===== src/rtl/pmx_cfg.svh =====
// constants of the management path multiplexer
// assumes inclusion by bare name from the package and the modules
`ifndef PMX_CFG_SVH
`define PMX_CFG_SVH
// register request widths
`define PMX_AW 8
`define PMX_DW 16
// requesters of the register ports, index and allow bit
`define PMX_NREQ 3
`define PMX_REQ_LDR 0
`define PMX_REQ_I2C 1
`define PMX_REQ_SER 2
`define PMX_ALLOW_LDR 3'h1
`define PMX_ALLOW_I2C 3'h2
`define PMX_ALLOW_SER 3'h4
// register port targets
`define PMX_TGT_PMM 2'h0
`define PMX_TGT_VPHY0 2'h1
`define PMX_TGT_VPHY1 2'h2
`define PMX_TGT_NONE 2'h3
// internal serial slaves and masters, pin synchroniser
`define PMX_NSLV 5
`define PMX_NMST 4
`define PMX_SYNC_RST 2'h1
`endif


===== src/rtl/pmx_pkg.sv =====
// types of the management path multiplexer
// assumes pmx_cfg.svh sits on the include path
`include "pmx_cfg.svh"
package pmx_pkg;
   // port 0 management configurations
   typedef enum logic [2:0] {P0_MAC_SER, P0_MAC_SER_INIT, P0_PHY_SER,
      P0_PHY_SER_INIT, P0_MAC_I2C, P0_PHY_I2C} pmx_p0_mode_t;
   // port 1 configurations
   typedef enum logic [1:0] {P1_INT_PHY, P1_MAC, P1_PHY} pmx_p1_mode_t;
   // management masters
   typedef enum logic [1:0] {MS_NONE, MS_EXT0, MS_EXT1, MS_PMM}
      pmx_master_t;
   // management slaves, external phy last
   typedef enum logic [2:0] {SL_PHYA, SL_PHYB, SL_VPHY0, SL_VPHY1,
      SL_SER, SL_EXTPHY} pmx_slave_t;
   // one serial management line set
   typedef struct packed {
      logic mdc;
      logic mdio;
      logic oe;
   } pmx_mgmt_t;
   // register port request, one cycle pulse
   typedef struct packed {
      logic              valid;
      logic              write;
      logic [1:0]        tgt;
      logic [`PMX_AW-1:0] addr;
      logic [`PMX_DW-1:0] wdata;
   } pmx_reg_req_t;
   // register port answer, one cycle pulse
   typedef struct packed {
      logic              ack;
      logic              err;
      logic [`PMX_DW-1:0] rdata;
   } pmx_reg_rsp_t;
endpackage


===== src/rtl/pmx_pin_sync.sv =====
// three stage synchroniser for management pin inputs
// assumes pins are asynchronous to mclk
`timescale 1ns/10ps
`include "pmx_cfg.svh"
module pmx_pin_sync #(
   parameter int         W       = 2,
   parameter logic [1:0] RST_VAL = `PMX_SYNC_RST
) (
   // clock and reset
   input  wire logic         mclk,
   input  wire logic         rst,
   // pin side and clean side
   input  wire logic [W-1:0] din,
   output logic      [W-1:0] dout
);
   logic [W-1:0] s1_q, s2_q, s3_q, out_q, out_d;

   // a change counts once stages two and three agree
   always_comb begin
      out_d = out_q;
      for (int i = 0; i < W; i++) begin
         if (s2_q[i] == s3_q[i]) begin
            out_d[i] = s3_q[i];
         end
      end
   end

   // stage registers
   always_ff @(posedge mclk or posedge rst) begin
      if (rst) begin
         s1_q  <= RST_VAL[W-1:0];
         s2_q  <= RST_VAL[W-1:0];
         s3_q  <= RST_VAL[W-1:0];
         out_q <= RST_VAL[W-1:0];
      end else begin
         s1_q  <= din;
         s2_q  <= s1_q;
         s3_q  <= s2_q;
         out_q <= out_d;
      end
   end

   assign dout = out_q;
endmodule


===== src/rtl/pmx_reg_sel.sv =====
// register port selector: one requester per target access
// assumes requests are one cycle pulses, one outstanding each
`timescale 1ns/10ps
`include "pmx_cfg.svh"
module pmx_reg_sel #(
   parameter logic [1:0] TGT = `PMX_TGT_PMM
) (
   // clock and reset
   input  wire logic                                 mclk,
   input  wire logic                                 rst,
   // requesters allowed by the current mode
   input  wire logic [`PMX_NREQ-1:0]                 allow,
   input  wire pmx_pkg::pmx_reg_req_t [`PMX_NREQ-1:0] req,
   output pmx_pkg::pmx_reg_rsp_t [`PMX_NREQ-1:0]      rsp,
   // target register port
   output pmx_pkg::pmx_reg_req_t                     tgt_req,
   input  wire pmx_pkg::pmx_reg_rsp_t                tgt_rsp
);
   logic                                 busy_q, busy_d;
   logic [1:0]                           own_q, own_d;
   pmx_pkg::pmx_reg_req_t                treq_q, treq_d;
   pmx_pkg::pmx_reg_rsp_t [`PMX_NREQ-1:0] rsp_q, rsp_d;

   // grant, refuse and return answers
   always_comb begin
      busy_d = busy_q;
      own_d  = own_q;
      treq_d = '0;
      rsp_d  = '0;
      if (busy_q && tgt_rsp.ack) begin
         busy_d = 1'b0;
         rsp_d[own_q] = tgt_rsp;
      end
      for (int i = `PMX_NREQ - 1; i >= 0; i--) begin
         if (req[i].valid && req[i].tgt == TGT) begin
            if (!busy_q && allow[i]) begin
               if (treq_d.valid) begin
                  rsp_d[own_d].ack = 1'b1; // outranked, refused
                  rsp_d[own_d].err = 1'b1;
               end
               own_d  = 2'(i);
               treq_d = req[i];
            end else begin
               rsp_d[i].ack = 1'b1; // busy or not routed
               rsp_d[i].err = 1'b1;
            end
         end
      end
      if (treq_d.valid) begin
         busy_d = 1'b1;
         if (own_d == 2'(`PMX_REQ_LDR)) begin
            treq_d.write = 1'b1; // loader only writes
         end
      end
   end

   // selector state
   always_ff @(posedge mclk or posedge rst) begin
      if (rst) begin
         busy_q <= 1'b0;
         own_q  <= 2'h0;
         treq_q <= '0;
         rsp_q  <= '0;
      end else begin
         busy_q <= busy_d;
         own_q  <= own_d;
         treq_q <= treq_d;
         rsp_q  <= rsp_d;
      end
   end

   assign tgt_req = treq_q;
   assign rsp     = rsp_q;
endmodule


===== src/rtl/pmx_mux.sv =====
// management path multiplexer of a three port switch
// assumes mode inputs and register ports share mclk; pins do not
// Operation
// - port 0 phy serial: port 0 master reaches phys a, b, vphy0, serial slave
// - port 0 phy serial: internal master cut off once initialisation ends
// - port 0 phy serial init: phys to internal master, rest to pins
// - port 0 phy serial init: loader writes the internal master registers
// - port 0 phy serial init: loader reaches the vphy0 registers
// - port 0 mac i2c: internal master drives phys and external phy
// - port 0 mac i2c: i2c slave and loader reach internal master registers
// - port 0 phy i2c: phys to internal master, vphy0 to port 0 pins
// - port 1 internal phy: vphy1 idle, phy a follows port 0 mode
// - port 1 mac: vphy1 idle, its registers still reachable
// - port 1 mac: its external phy is managed over port 0 pins in port 0 mac i2c only
// - port 1 phy: port 1 master reaches vphy1; registers stay reachable
// - read data follows the chosen slave; pin enables set here
// - port 0 mac serial: port 0 master reaches phys and serial slave
// - port 0 mac serial init: phys to internal master, serial to pins
`timescale 1ns/10ps
`include "pmx_cfg.svh"
module pmx_mux (
   // clock and reset
   input  wire logic                                 mclk,
   input  wire logic                                 rst,
   // mode inputs
   input  wire logic                                 port0_mac_mode,
   input  wire logic                                 i2c_managed,
   input  wire logic                                 init_busy,
   input  wire pmx_pkg::pmx_p1_mode_t                port1_mode,
   // mode status
   output pmx_pkg::pmx_p0_mode_t                     p0_mode,
   output pmx_pkg::pmx_p1_mode_t                     p1_mode,
   // port 0 management pins
   input  wire logic                                 p0_mdc_i,
   output logic                                      p0_mdc_o,
   output logic                                      p0_mdc_oe,
   input  wire logic                                 p0_mdio_i,
   output logic                                      p0_mdio_o,
   output logic                                      p0_mdio_oe,
   // port 1 management pins
   input  wire logic                                 p1_mdc_i,
   input  wire logic                                 p1_mdio_i,
   output logic                                      p1_mdio_o,
   output logic                                      p1_mdio_oe,
   // internal phy management master, serial side
   input  wire pmx_pkg::pmx_mgmt_t                   pmm_drv,
   output logic                                      pmm_mdio_in,
   // internal serial slaves: phy a, phy b, vphy0, vphy1, serial
   output pmx_pkg::pmx_mgmt_t [`PMX_NSLV-1:0]        slv_drv,
   input  wire pmx_pkg::pmx_mgmt_t [`PMX_NSLV-1:0]   slv_ret,
   // register requesters: loader, i2c slave, serial slave
   input  wire pmx_pkg::pmx_reg_req_t [`PMX_NREQ-1:0] reg_req,
   output pmx_pkg::pmx_reg_rsp_t [`PMX_NREQ-1:0]      reg_rsp,
   // register ports: internal master, vphy0, vphy1
   output pmx_pkg::pmx_reg_req_t                     pmm_reg_req,
   input  wire pmx_pkg::pmx_reg_rsp_t                pmm_reg_rsp,
   output pmx_pkg::pmx_reg_req_t                     vphy0_reg_req,
   input  wire pmx_pkg::pmx_reg_rsp_t                vphy0_reg_rsp,
   output pmx_pkg::pmx_reg_req_t                     vphy1_reg_req,
   input  wire pmx_pkg::pmx_reg_rsp_t                vphy1_reg_rsp
);
   // ************************************************
   // decoding functions
   // ************************************************

   // master that owns a slave in the given modes
   function automatic pmx_pkg::pmx_master_t master_of(
      input pmx_pkg::pmx_slave_t   s,
      input pmx_pkg::pmx_p0_mode_t m0,
      input pmx_pkg::pmx_p1_mode_t m1);
      pmx_pkg::pmx_master_t r;
      r = pmx_pkg::MS_NONE;
      case (s)
         pmx_pkg::SL_PHYA, pmx_pkg::SL_PHYB: begin
            if (m0 == pmx_pkg::P0_MAC_SER || m0 == pmx_pkg::P0_PHY_SER) begin
               r = pmx_pkg::MS_EXT0;
            end else begin
               r = pmx_pkg::MS_PMM;
            end
         end
         pmx_pkg::SL_VPHY0: begin
            if (m0 == pmx_pkg::P0_PHY_SER || m0 == pmx_pkg::P0_PHY_SER_INIT ||
                m0 == pmx_pkg::P0_PHY_I2C) begin
               r = pmx_pkg::MS_EXT0;
            end
         end
         pmx_pkg::SL_VPHY1: begin
            if (m1 == pmx_pkg::P1_PHY) begin
               r = pmx_pkg::MS_EXT1;
            end
         end
         pmx_pkg::SL_SER: begin
            if (m0 != pmx_pkg::P0_MAC_I2C && m0 != pmx_pkg::P0_PHY_I2C) begin
               r = pmx_pkg::MS_EXT0;
            end
         end
         pmx_pkg::SL_EXTPHY: begin
            if (m0 == pmx_pkg::P0_MAC_I2C) begin
               r = pmx_pkg::MS_PMM;
            end
         end
         default: r = pmx_pkg::MS_NONE;
      endcase
      return r;
   endfunction

   // requesters allowed onto a register port
   function automatic logic [`PMX_NREQ-1:0] allow_of(
      input logic [1:0]            tgt,
      input pmx_pkg::pmx_p0_mode_t m0);
      logic init;
      logic i2c;
      logic [`PMX_NREQ-1:0] a;
      init = (m0 == pmx_pkg::P0_MAC_SER_INIT) ||
             (m0 == pmx_pkg::P0_PHY_SER_INIT);
      i2c  = (m0 == pmx_pkg::P0_MAC_I2C) || (m0 == pmx_pkg::P0_PHY_I2C);
      a    = `PMX_ALLOW_LDR;
      if (init && tgt != `PMX_TGT_VPHY1) begin
         a = `PMX_ALLOW_LDR;
      end else if (i2c && (tgt != `PMX_TGT_VPHY0 ||
                           m0 == pmx_pkg::P0_PHY_I2C)) begin
         a = `PMX_ALLOW_LDR | `PMX_ALLOW_I2C;
      end else begin
         a = `PMX_ALLOW_LDR | `PMX_ALLOW_SER;
      end
      return a;
   endfunction

   // ************************************************
   // mode register
   // ************************************************

   pmx_pkg::pmx_p0_mode_t m0_q, m0_d;
   pmx_pkg::pmx_p1_mode_t m1_q, m1_d;
   // current configuration from the mode inputs
   always_comb begin
      m1_d = port1_mode;
      case ({i2c_managed, port0_mac_mode})
         2'h0: m0_d = init_busy ? pmx_pkg::P0_PHY_SER_INIT
                                : pmx_pkg::P0_PHY_SER;
         2'h1: m0_d = init_busy ? pmx_pkg::P0_MAC_SER_INIT
                                : pmx_pkg::P0_MAC_SER;
         2'h2: m0_d = pmx_pkg::P0_PHY_I2C;
         2'h3: m0_d = pmx_pkg::P0_MAC_I2C;
         default: m0_d = pmx_pkg::P0_MAC_SER_INIT;
      endcase
   end

   // mode registers
   always_ff @(posedge mclk or posedge rst) begin
      if (rst) begin
         m0_q <= pmx_pkg::P0_MAC_SER_INIT;
         m1_q <= pmx_pkg::P1_INT_PHY;
      end else begin
         m0_q <= m0_d;
         m1_q <= m1_d;
      end
   end

   assign p0_mode = m0_q;
   assign p1_mode = m1_q;

   // ************************************************
   // pin synchronisers
   // ************************************************

   logic [1:0] p0_s;
   logic [1:0] p1_s;

   // port 0 pins, mdio in bit 0
   pmx_pin_sync #(.W(2), .RST_VAL(`PMX_SYNC_RST)) u_sync0 (
      .mclk (mclk),
      .rst  (rst),
      .din  ({p0_mdc_i, p0_mdio_i}),
      .dout (p0_s)
   );

   // port 1 pins, mdio in bit 0
   pmx_pin_sync #(.W(2), .RST_VAL(`PMX_SYNC_RST)) u_sync1 (
      .mclk (mclk),
      .rst  (rst),
      .din  ({p1_mdc_i, p1_mdio_i}),
      .dout (p1_s)
   );

   // ************************************************
   // serial management path
   // ************************************************

   pmx_pkg::pmx_master_t                  slv_m [`PMX_NSLV];
   pmx_pkg::pmx_master_t                  ext_m;
   pmx_pkg::pmx_mgmt_t                    src [`PMX_NMST];
   pmx_pkg::pmx_mgmt_t [`PMX_NSLV-1:0]    slv_q, slv_d;
   logic [`PMX_NMST-1:0]                  rd_oe, rd_dat;
   logic p0_mdc_q, p0_mdc_d, p0_mdc_oe_q, p0_mdc_oe_d;
   logic p0_mdio_q, p0_mdio_d, p0_mdio_oe_q, p0_mdio_oe_d;
   logic p1_mdio_q, p1_mdio_d, p1_mdio_oe_q, p1_mdio_oe_d;
   logic pmm_in_q, pmm_in_d;

   // owner of each internal slave, one per slave
   genvar g;
   generate
      for (g = 0; g < `PMX_NSLV; g++) begin : g_own
         assign slv_m[g] = master_of(pmx_pkg::pmx_slave_t'(g), m0_q, m1_q);
      end
   endgenerate
   assign ext_m = master_of(pmx_pkg::SL_EXTPHY, m0_q, m1_q);

   // drive of each master; an absent master idles mdio high
   always_comb begin
      src[pmx_pkg::MS_NONE] = '{mdc: 1'b0, mdio: 1'b1, oe: 1'b0};
      src[pmx_pkg::MS_EXT0] = '{mdc: p0_s[1], mdio: p0_s[0], oe: 1'b1};
      src[pmx_pkg::MS_EXT1] = '{mdc: p1_s[1], mdio: p1_s[0], oe: 1'b1};
      src[pmx_pkg::MS_PMM]  = pmm_drv;
   end

   // slave drive and read data merge per master
   always_comb begin
      rd_oe  = '0;
      rd_dat = '1;
      for (int s = 0; s < `PMX_NSLV; s++) begin
         slv_d[s] = src[slv_m[s]];
         if (slv_m[s] != pmx_pkg::MS_NONE && slv_ret[s].oe) begin
            rd_oe[slv_m[s]]  = 1'b1;
            rd_dat[slv_m[s]] = rd_dat[slv_m[s]] & slv_ret[s].mdio;
         end
      end
      if (ext_m == pmx_pkg::MS_PMM && !pmm_drv.oe) begin
         rd_dat[pmx_pkg::MS_PMM] = rd_dat[pmx_pkg::MS_PMM] & p0_s[0];
      end
   end

   // pin outputs and internal master read data
   always_comb begin
      pmm_in_d     = rd_dat[pmx_pkg::MS_PMM];
      p1_mdio_d    = rd_dat[pmx_pkg::MS_EXT1];
      p1_mdio_oe_d = rd_oe[pmx_pkg::MS_EXT1];
      if (ext_m == pmx_pkg::MS_PMM) begin
         p0_mdc_d     = pmm_drv.mdc;
         p0_mdc_oe_d  = 1'b1;
         p0_mdio_d    = pmm_drv.mdio;
         p0_mdio_oe_d = pmm_drv.oe;
      end else begin
         p0_mdc_d     = 1'b0;
         p0_mdc_oe_d  = 1'b0;
         p0_mdio_d    = rd_dat[pmx_pkg::MS_EXT0];
         p0_mdio_oe_d = rd_oe[pmx_pkg::MS_EXT0];
      end
   end

   // serial path registers
   always_ff @(posedge mclk or posedge rst) begin
      if (rst) begin
         slv_q        <= {`PMX_NSLV{3'h2}};
         p0_mdc_q     <= 1'b0;
         p0_mdc_oe_q  <= 1'b0;
         p0_mdio_q    <= 1'b1;
         p0_mdio_oe_q <= 1'b0;
         p1_mdio_q    <= 1'b1;
         p1_mdio_oe_q <= 1'b0;
         pmm_in_q     <= 1'b1;
      end else begin
         slv_q        <= slv_d;
         p0_mdc_q     <= p0_mdc_d;
         p0_mdc_oe_q  <= p0_mdc_oe_d;
         p0_mdio_q    <= p0_mdio_d;
         p0_mdio_oe_q <= p0_mdio_oe_d;
         p1_mdio_q    <= p1_mdio_d;
         p1_mdio_oe_q <= p1_mdio_oe_d;
         pmm_in_q     <= pmm_in_d;
      end
   end

   assign slv_drv     = slv_q;
   assign p0_mdc_o    = p0_mdc_q;
   assign p0_mdc_oe   = p0_mdc_oe_q;
   assign p0_mdio_o   = p0_mdio_q;
   assign p0_mdio_oe  = p0_mdio_oe_q;
   assign p1_mdio_o   = p1_mdio_q;
   assign p1_mdio_oe  = p1_mdio_oe_q;
   assign pmm_mdio_in = pmm_in_q;

   // ************************************************
   // register port selection
   // ************************************************

   pmx_pkg::pmx_reg_rsp_t [`PMX_NREQ-1:0] r_pmm, r_v0, r_v1;
   pmx_pkg::pmx_reg_rsp_t [`PMX_NREQ-1:0] rsp_q, rsp_d;

   // internal master register port
   pmx_reg_sel #(.TGT(`PMX_TGT_PMM)) u_sel_pmm (
      .mclk    (mclk),
      .rst     (rst),
      .allow   (allow_of(`PMX_TGT_PMM, m0_q)),
      .req     (reg_req),
      .rsp     (r_pmm),
      .tgt_req (pmm_reg_req),
      .tgt_rsp (pmm_reg_rsp)
   );

   // virtual phy 0 register port
   pmx_reg_sel #(.TGT(`PMX_TGT_VPHY0)) u_sel_v0 (
      .mclk    (mclk),
      .rst     (rst),
      .allow   (allow_of(`PMX_TGT_VPHY0, m0_q)),
      .req     (reg_req),
      .rsp     (r_v0),
      .tgt_req (vphy0_reg_req),
      .tgt_rsp (vphy0_reg_rsp)
   );

   // virtual phy 1 register port
   pmx_reg_sel #(.TGT(`PMX_TGT_VPHY1)) u_sel_v1 (
      .mclk    (mclk),
      .rst     (rst),
      .allow   (allow_of(`PMX_TGT_VPHY1, m0_q)),
      .req     (reg_req),
      .rsp     (r_v1),
      .tgt_req (vphy1_reg_req),
      .tgt_rsp (vphy1_reg_rsp)
   );

   // merge answers; an unknown target is refused at once
   always_comb begin
      rsp_d = r_pmm | r_v0 | r_v1;
      for (int i = 0; i < `PMX_NREQ; i++) begin
         if (reg_req[i].valid && reg_req[i].tgt == `PMX_TGT_NONE) begin
            rsp_d[i].ack = 1'b1;
            rsp_d[i].err = 1'b1;
         end
      end
   end

   // answer registers
   always_ff @(posedge mclk or posedge rst) begin
      if (rst) begin
         rsp_q <= '0;
      end else begin
         rsp_q <= rsp_d;
      end
   end

   assign reg_rsp = rsp_q;
endmodule


===== config.mk =====
export PLATFORM = sky130hd
export DESIGN_NAME = pmx_mux
export DESIGN_NICKNAME = d
export VERILOG_FILES = /design/src/rtl/pmx_pkg.sv /design/src/rtl/pmx_pin_sync.sv /design/src/rtl/pmx_reg_sel.sv /design/src/rtl/pmx_mux.sv
export VERILOG_INCLUDE_DIRS = /design/src /design/src/rtl
export SDC_FILE = /design/constraint.sdc
export NUM_CORES = 1
export LEC_CHECK = 0
export BUFFER_PORTS_ARGS = -buffer_cell sky130_fd_sc_hd__buf_2
export CORE_MARGIN = 5
export CORE_UTILIZATION = 43
export CTS_BUF_LIST = sky130_fd_sc_hd__clkbuf_8
export DETAILED_ROUTE_END_ITERATION = 16
export GPL_TIMING_DRIVEN = 0
export HOLD_SLACK_MARGIN = 0.06
export PLACE_DENSITY = 0.7
export SKIP_LAST_GASP = 1
export SYNTH_ARGS = -nofsm -noshare
export SYNTH_HDL_FRONTEND = slang
export SYNTH_HIERARCHICAL = 1
export SYNTH_SLANG_ARGS = --single-unit

===== constraint.sdc =====
create_clock -name mclk -period 3.55 [get_ports mclk]
set_input_delay 0.71 -clock mclk [delete_from_list [all_inputs] [get_ports mclk]]
set_output_delay 0.71 -clock mclk [all_outputs]
set_load 0.01 [all_outputs]

# == After elaboration in Yosys (flattened, before gate mapping) ==
# Index checks and enable logic that the tools add are counted.
# word_totals
n_memories,0
mem_bits_ro,0
in_bits,167
wordCells,426
latch_bits,0
regBits,349
ram_bits,0
output_inout_bits,165
# classes
n_bitwise,21
reduce_logical,69
n_eq_ne,25
n_shift,0
n_addsub,0
n_mul,0
muxes,193
n_div,0
magnitude_cmp,30
# ops
operator,n
2-to-1 mux 54 bit,15
bitwise mux 54 bit,12
demux 18 bit (select 2 bit),15
2-to-1 mux 28 bit,18
2-to-1 mux 18 bit,12
AND 54 bit,3
2-to-1 mux 36 bit,3
OR 54 bit,2
2-to-1 mux 17 bit,6
2-to-1 mux 34 bit,3
2-to-1 mux 2 bit,36
2-to-1 mux 3 bit,17
2-to-1 mux 16 bit,3
logical AND 1 bit,45
"less-than comparator 2 x 3 -> 1 bit, second input constant",13
2-to-1 mux 1 bit,30
"greater-or-equal comparator 2 x 1 -> 1 bit, second input constant",13
binary-select mux 3 bit (select 2 bit),4
"== test 2 bit, second input constant",10
2-to-1 mux 4 bit,5
bitwise mux 4 bit,4
logical NOT 2 bit,7
nonzero test 2 bit,7
"greater-or-equal comparator 3 bit, second input constant",4
17 further kinds,51

# == Depth between registers and ports, before layout ==
# logic_depth
word_depth,32
mapped_depth,7
ltp_nobuf,5

# == By module ==
# Netlist, hierarchy kept.
# by_module_without_submodules
mod,cells_each,area_per_inst_um2,seq_area_each_um2,n_inst
pmx_reg_sel at u_sel_pmm,301,3440.8,2127.0,1
pmx_reg_sel at u_sel_v0,298,3422.0,2127.0,1
pmx_reg_sel at u_sel_v1,298,3420.8,2127.0,1
pmx_mux,185,2645.0,1961.9,1
pmx_pin_sync,11,231.5,205.2,2

# == Least setup slack after synthesis ==
# OpenSTA, ideal clock, no wires.
# synth_path
path_kind,in2reg
start,in reg_req[25] (netlist name)
end,reg u_sel_pmm.own_q[0]
stages,6
setup_ns,0.119
arrival_time_ns,1.764
n_path_buf,3
path_slack_ns,1.667
required_ns,3.431
path_cell_list,or3b_1 -> buf_2 -> or2_1 -> buf_6 -> buf_6 -> o21a_1
# synth_between
elab_chain_cells,3
# synth_lines
element,line_no,text
"start, declared",pmx_mux.sv:52,"input wire pmx_pkg::pmx_reg_req_t [`PMX_NREQ-1:0] reg_req,"
logical NOT 2 bit,pmx_reg_sel.sv:35,if (req[i].valid && req[i].tgt == TGT) begin
logical AND 1 bit,pmx_reg_sel.sv:35,
2-to-1 mux 2 bit,pmx_reg_sel.sv:35,
via u_sel_pmm.own_d[0],pmx_reg_sel.sv:20,"logic [1:0] own_q, own_d;"
"end signal, assigned",pmx_reg_sel.sv:66,own_q <= own_d;
"end, declared",pmx_reg_sel.sv:20,
# The timed path passes the listed nets, and every way through them passes these cells.
# A chain may end at the register's enable or synchronous reset.

==> run_results.csv <==
group,metric,value,unit
synth,synth_ff_type,"dfrtp_1",
floorplan,die_width,186,um
finish,fin_nets,1662,
power_and_ir_drop,comb_power_share,0.117,
sta,setup_ws,1.01,ns
sta,relSlewSlack,0.421,
cts,clk_path_buf_depth,3,
synth,synth_area,13400,um^2
setup_path,path_class,"reg -> reg",
synth,synth_area_leaders,"dfrtp_1 (62%), and2_1 (7.0%), nand3_1 (3.2%), dfstp_2 (3.1%), nor3_1 (2.7%)",
floorplan,die_area,34800,um^2
sta,fmax,394,MHz
synth,ys_seq_area_frac,0.654,
synth,async_reset_ff_frac,1.00,
setup_path,r2r_cells,6,
status,status,"finished, final reports clean",
route,post_drt_wl_per_cell,22.9,um
cts,htree_levels,2,
power_and_ir_drop,sw_frac_of_total,0.266,
setup_path,reg2reg_to,"u_sel_pmm/tgt_req[7]",
global_route,gr-usage-met2,0.397,
cts,cts-root-buf,"clkbuf_8",
synth,ys_warn_count,6,
global_route,grt_pass1_wl,68.8,mm
global_route,antenna_found_initial,3,
setup_path,worstPathCellList,"nor2b_1 > nor2b_1 > clkbuf_1 > clkbuf_1 > nand3_1 > a31oi_1",
synth,yosysTopAreaCell,"dfrtp_1",
synth,syn_area_per_cell,12.1,um^2
sta,clock_skew,0.0333,ns
power_and_ir_drop,p_switching,2.37,mW
finish,final_util,0.550,
power_and_ir_drop,power.internal,6.54,mW
setup_path,cp-end-kind,"flip-flop",
placed_design,dp_worst_setup_slack,0.757,ns
power_and_ir_drop,p_clk_frac,0.400,
setup_path,r2r_setup_slack,1.01,ns
synth,syn_inst,1104,
placed_design,io_buffers,325,
placed_design,place_congestion,0.952,
synth,synth-edff-count,0,
setup_path,r2r-start,"p0_mode[2]",
finish,drive_gt1_frac,0.332,
floorplan,ioPinCount,332,
setup_path,slowest_delay,0.59,ns
setup_path,startpoint,"p0_mode[2]",
cts,hold_buffers,0,
route,dr.first_iter.drc_count,1101,
setup_path,startpoint_type,"flip-flop",
global_route,grt.met1_usage,0.332,
route,drc_errors,0,
power_and_ir_drop,pwr-share-seq,0.482,
global_route,grt_start_max_net_pins,68,
power_and_ir_drop,p_total,8.91,mW
hold_path,hold_path_class,"in -> async",
setup_path,slowest_stage,"clkbuf_1",
cts,cts.repair.resized,0,
cts,cts.sinks,349,
setup_path,crit_end,"u_sel_pmm/tgt_req[7]",
cts,path_clk_slew,0.06,ns
job,drv_cap,0,
cts,clock_latency,0.60,ns
sta,tightest_slew,0.865,ns
setup_path,cp.arrival,2.99,ns
placed_design,dp_hpwl,31.4,mm
global_route,overflow,0,
sta,rsz0062_at_grt,"false",
global_route,gr-usage-all-layers,0.250,
synth,synth-seq-cells,349,
sta,maxSlewViolCount,0,
floorplan,core_area,30700,um^2
route,drt_first_pass_iters,5,
synth,synth_top_area_share,0.622,
floorplan,start_util,0.437,
power_and_ir_drop,ir_worst_vdd,0.271,mV
power_and_ir_drop,p_leak,8.69,nW
cts,cts_tree,"built",
finish,syn_to_final_growth,26.0,%
route,num_vias,10856,
setup_path,path_max_fanout,10,
route,wirelength,44.5,mm
cts,postCtsSetupBuffers,0,
sta,hold_viol,0,
sta,finalCritPeriodShare,0.716,
power_and_ir_drop,p_per_area,528,nW/um^2
finish,layout_common_cells,"buf_2 (339), dfrtp_1 (333), and2_1 (150), nand3_1 (85), nor3_1 (73)",
cts,cts-buffers-inserted,55,
sta,fin_crit,2.54,ns
finish,layout_commonest_cell,"buf_2",
synth,synth.distinct_cells,54,
route,antenna_left,0,
route,detail_route.vias_per_cell,5.60,
global_route,use_met3,0.0648,
sta,setup_viol,0,
setup_path,critPathRequiredTime,4.00,ns
global_route,grt.busiest_layer,"met2",
floorplan,rows,64,
global_route,grt_pass1_vias,11496,
floorplan,die_h,186,um
==> layout make-up <==
cell class	count	area, um^2
Inverter	13	58.8
Timing Repair Buffer	329	1740
Multi-Input combinational cell	653	4120
Fill cell	2667	13800
Buffer	94	490
Clock inverter	33	235
Clock buffer	71	977
Antenna cell	1	2.50
Sequential cell	349	8750
Tap cell	396	495
==> worst min path at each step <==
stage          slack [ns]  cells after the start         endpoint            start
2_1_floorplan        0.33                      0  u_sync0/s2_q[1]  u_sync0/s1_q[1]
3_3_place_gp         0.33                      0  u_sync1/s2_q[1]  u_sync1/s1_q[1]
3_5_place_dp         0.34                      0  u_sync0/s2_q[1]  u_sync0/s1_q[1]
4_1_cts              0.11                      2       slv_drv[3]              rst
5_1_grt              0.13                      2         p0_mdc_o              rst
6_report             0.15                      2       slv_drv[3]              rst
==> metrics by stage <==
step                cells  hold slack [ns]  instance area [um^2]  TNS (ns)
floorplan            1109            0.331                 13400         0
global placement     1830            0.333                 15500   -311.54
detailed placement   1834            0.340                 15700         0
CTS                  1938            0.113                 16900         0
global route         1938            0.132                 16900         0
finish               1939            0.145                 16900         0
==> logic make-up after synthesis <==
group | synth area share
AND/OR/NAND/NOR | 0.218
flip-flops | 0.654
AO/OA/AOI/OAI | 0.0809
buffers and inverters | 0.0403
adder cells (fa/ha/maj) | 0.00336
other | 0.00112
multiplexers | 0.00243
==> registers in the layout (all words and copies together) (netlist names), 3 cells and up <==
signal	count
u_sel_v1/tgt_req	28
u_sel_v1/rsp	54
reg_rsp	54
u_sel_v0/rsp	54
u_sel_pmm/rsp	54
u_sel_pmm/tgt_req	28
p0_mode	3
slv_drv	12
u_sel_v0/tgt_req	28
==> power groups by stage <==
stage / logic [mW] / registers (mW) / clock network (mW)
after global placement: 1.01 / 4.37 / 0
final: 1.04 / 4.30 / 3.57
after CTS: 1.04 / 4.30 / 3.67
after detailed placement: 1.03 / 4.37 / 0
after floorplan: 0.437 / 4.42 / 0
after global routing: 1.12 / 4.32 / 3.84
==> metal layers <==
| layer | wire (um) | share of wire |
|---|---|---|
| met5 | 22 | 0.00049 |
| met4 | 1700 | 0.038 |
| met3 | 4620 | 0.10 |
| met2 | 20900 | 0.47 |
| met1 | 17200 | 0.39 |
==> Yosys cell counts, types with 15 or more instances <==
| cell | instances |
|---|---|
| nor3_1 | 73 |
| dfstp_2 | 16 |
| or3_1 | 48 |
| and2_1 | 150 |
| nand4_1 | 50 |
| a31oi_2 | 16 |
| a31oi_1 | 58 |
| clkbuf_1 | 59 |
| o2111ai_1 | 27 |
| nand2_1 | 15 |
| a21oi_1 | 15 |
| nand3_1 | 85 |
| dfrtp_1 | 333 |
==> worst max-delay path: cells and delay by family, from the launching register on <==
| family | cells | cell delay [ns] |
|---|---|---|
| buffers and inverters | 2 | 1.02 |
| and+or+nand+nor | 3 | 0.49 |
| AOI/OAI and AO/OA | 1 | 0.37 |
| DFF | 1 | 0.52 |
No activity file was read; power rests on OpenSTA's default activity.
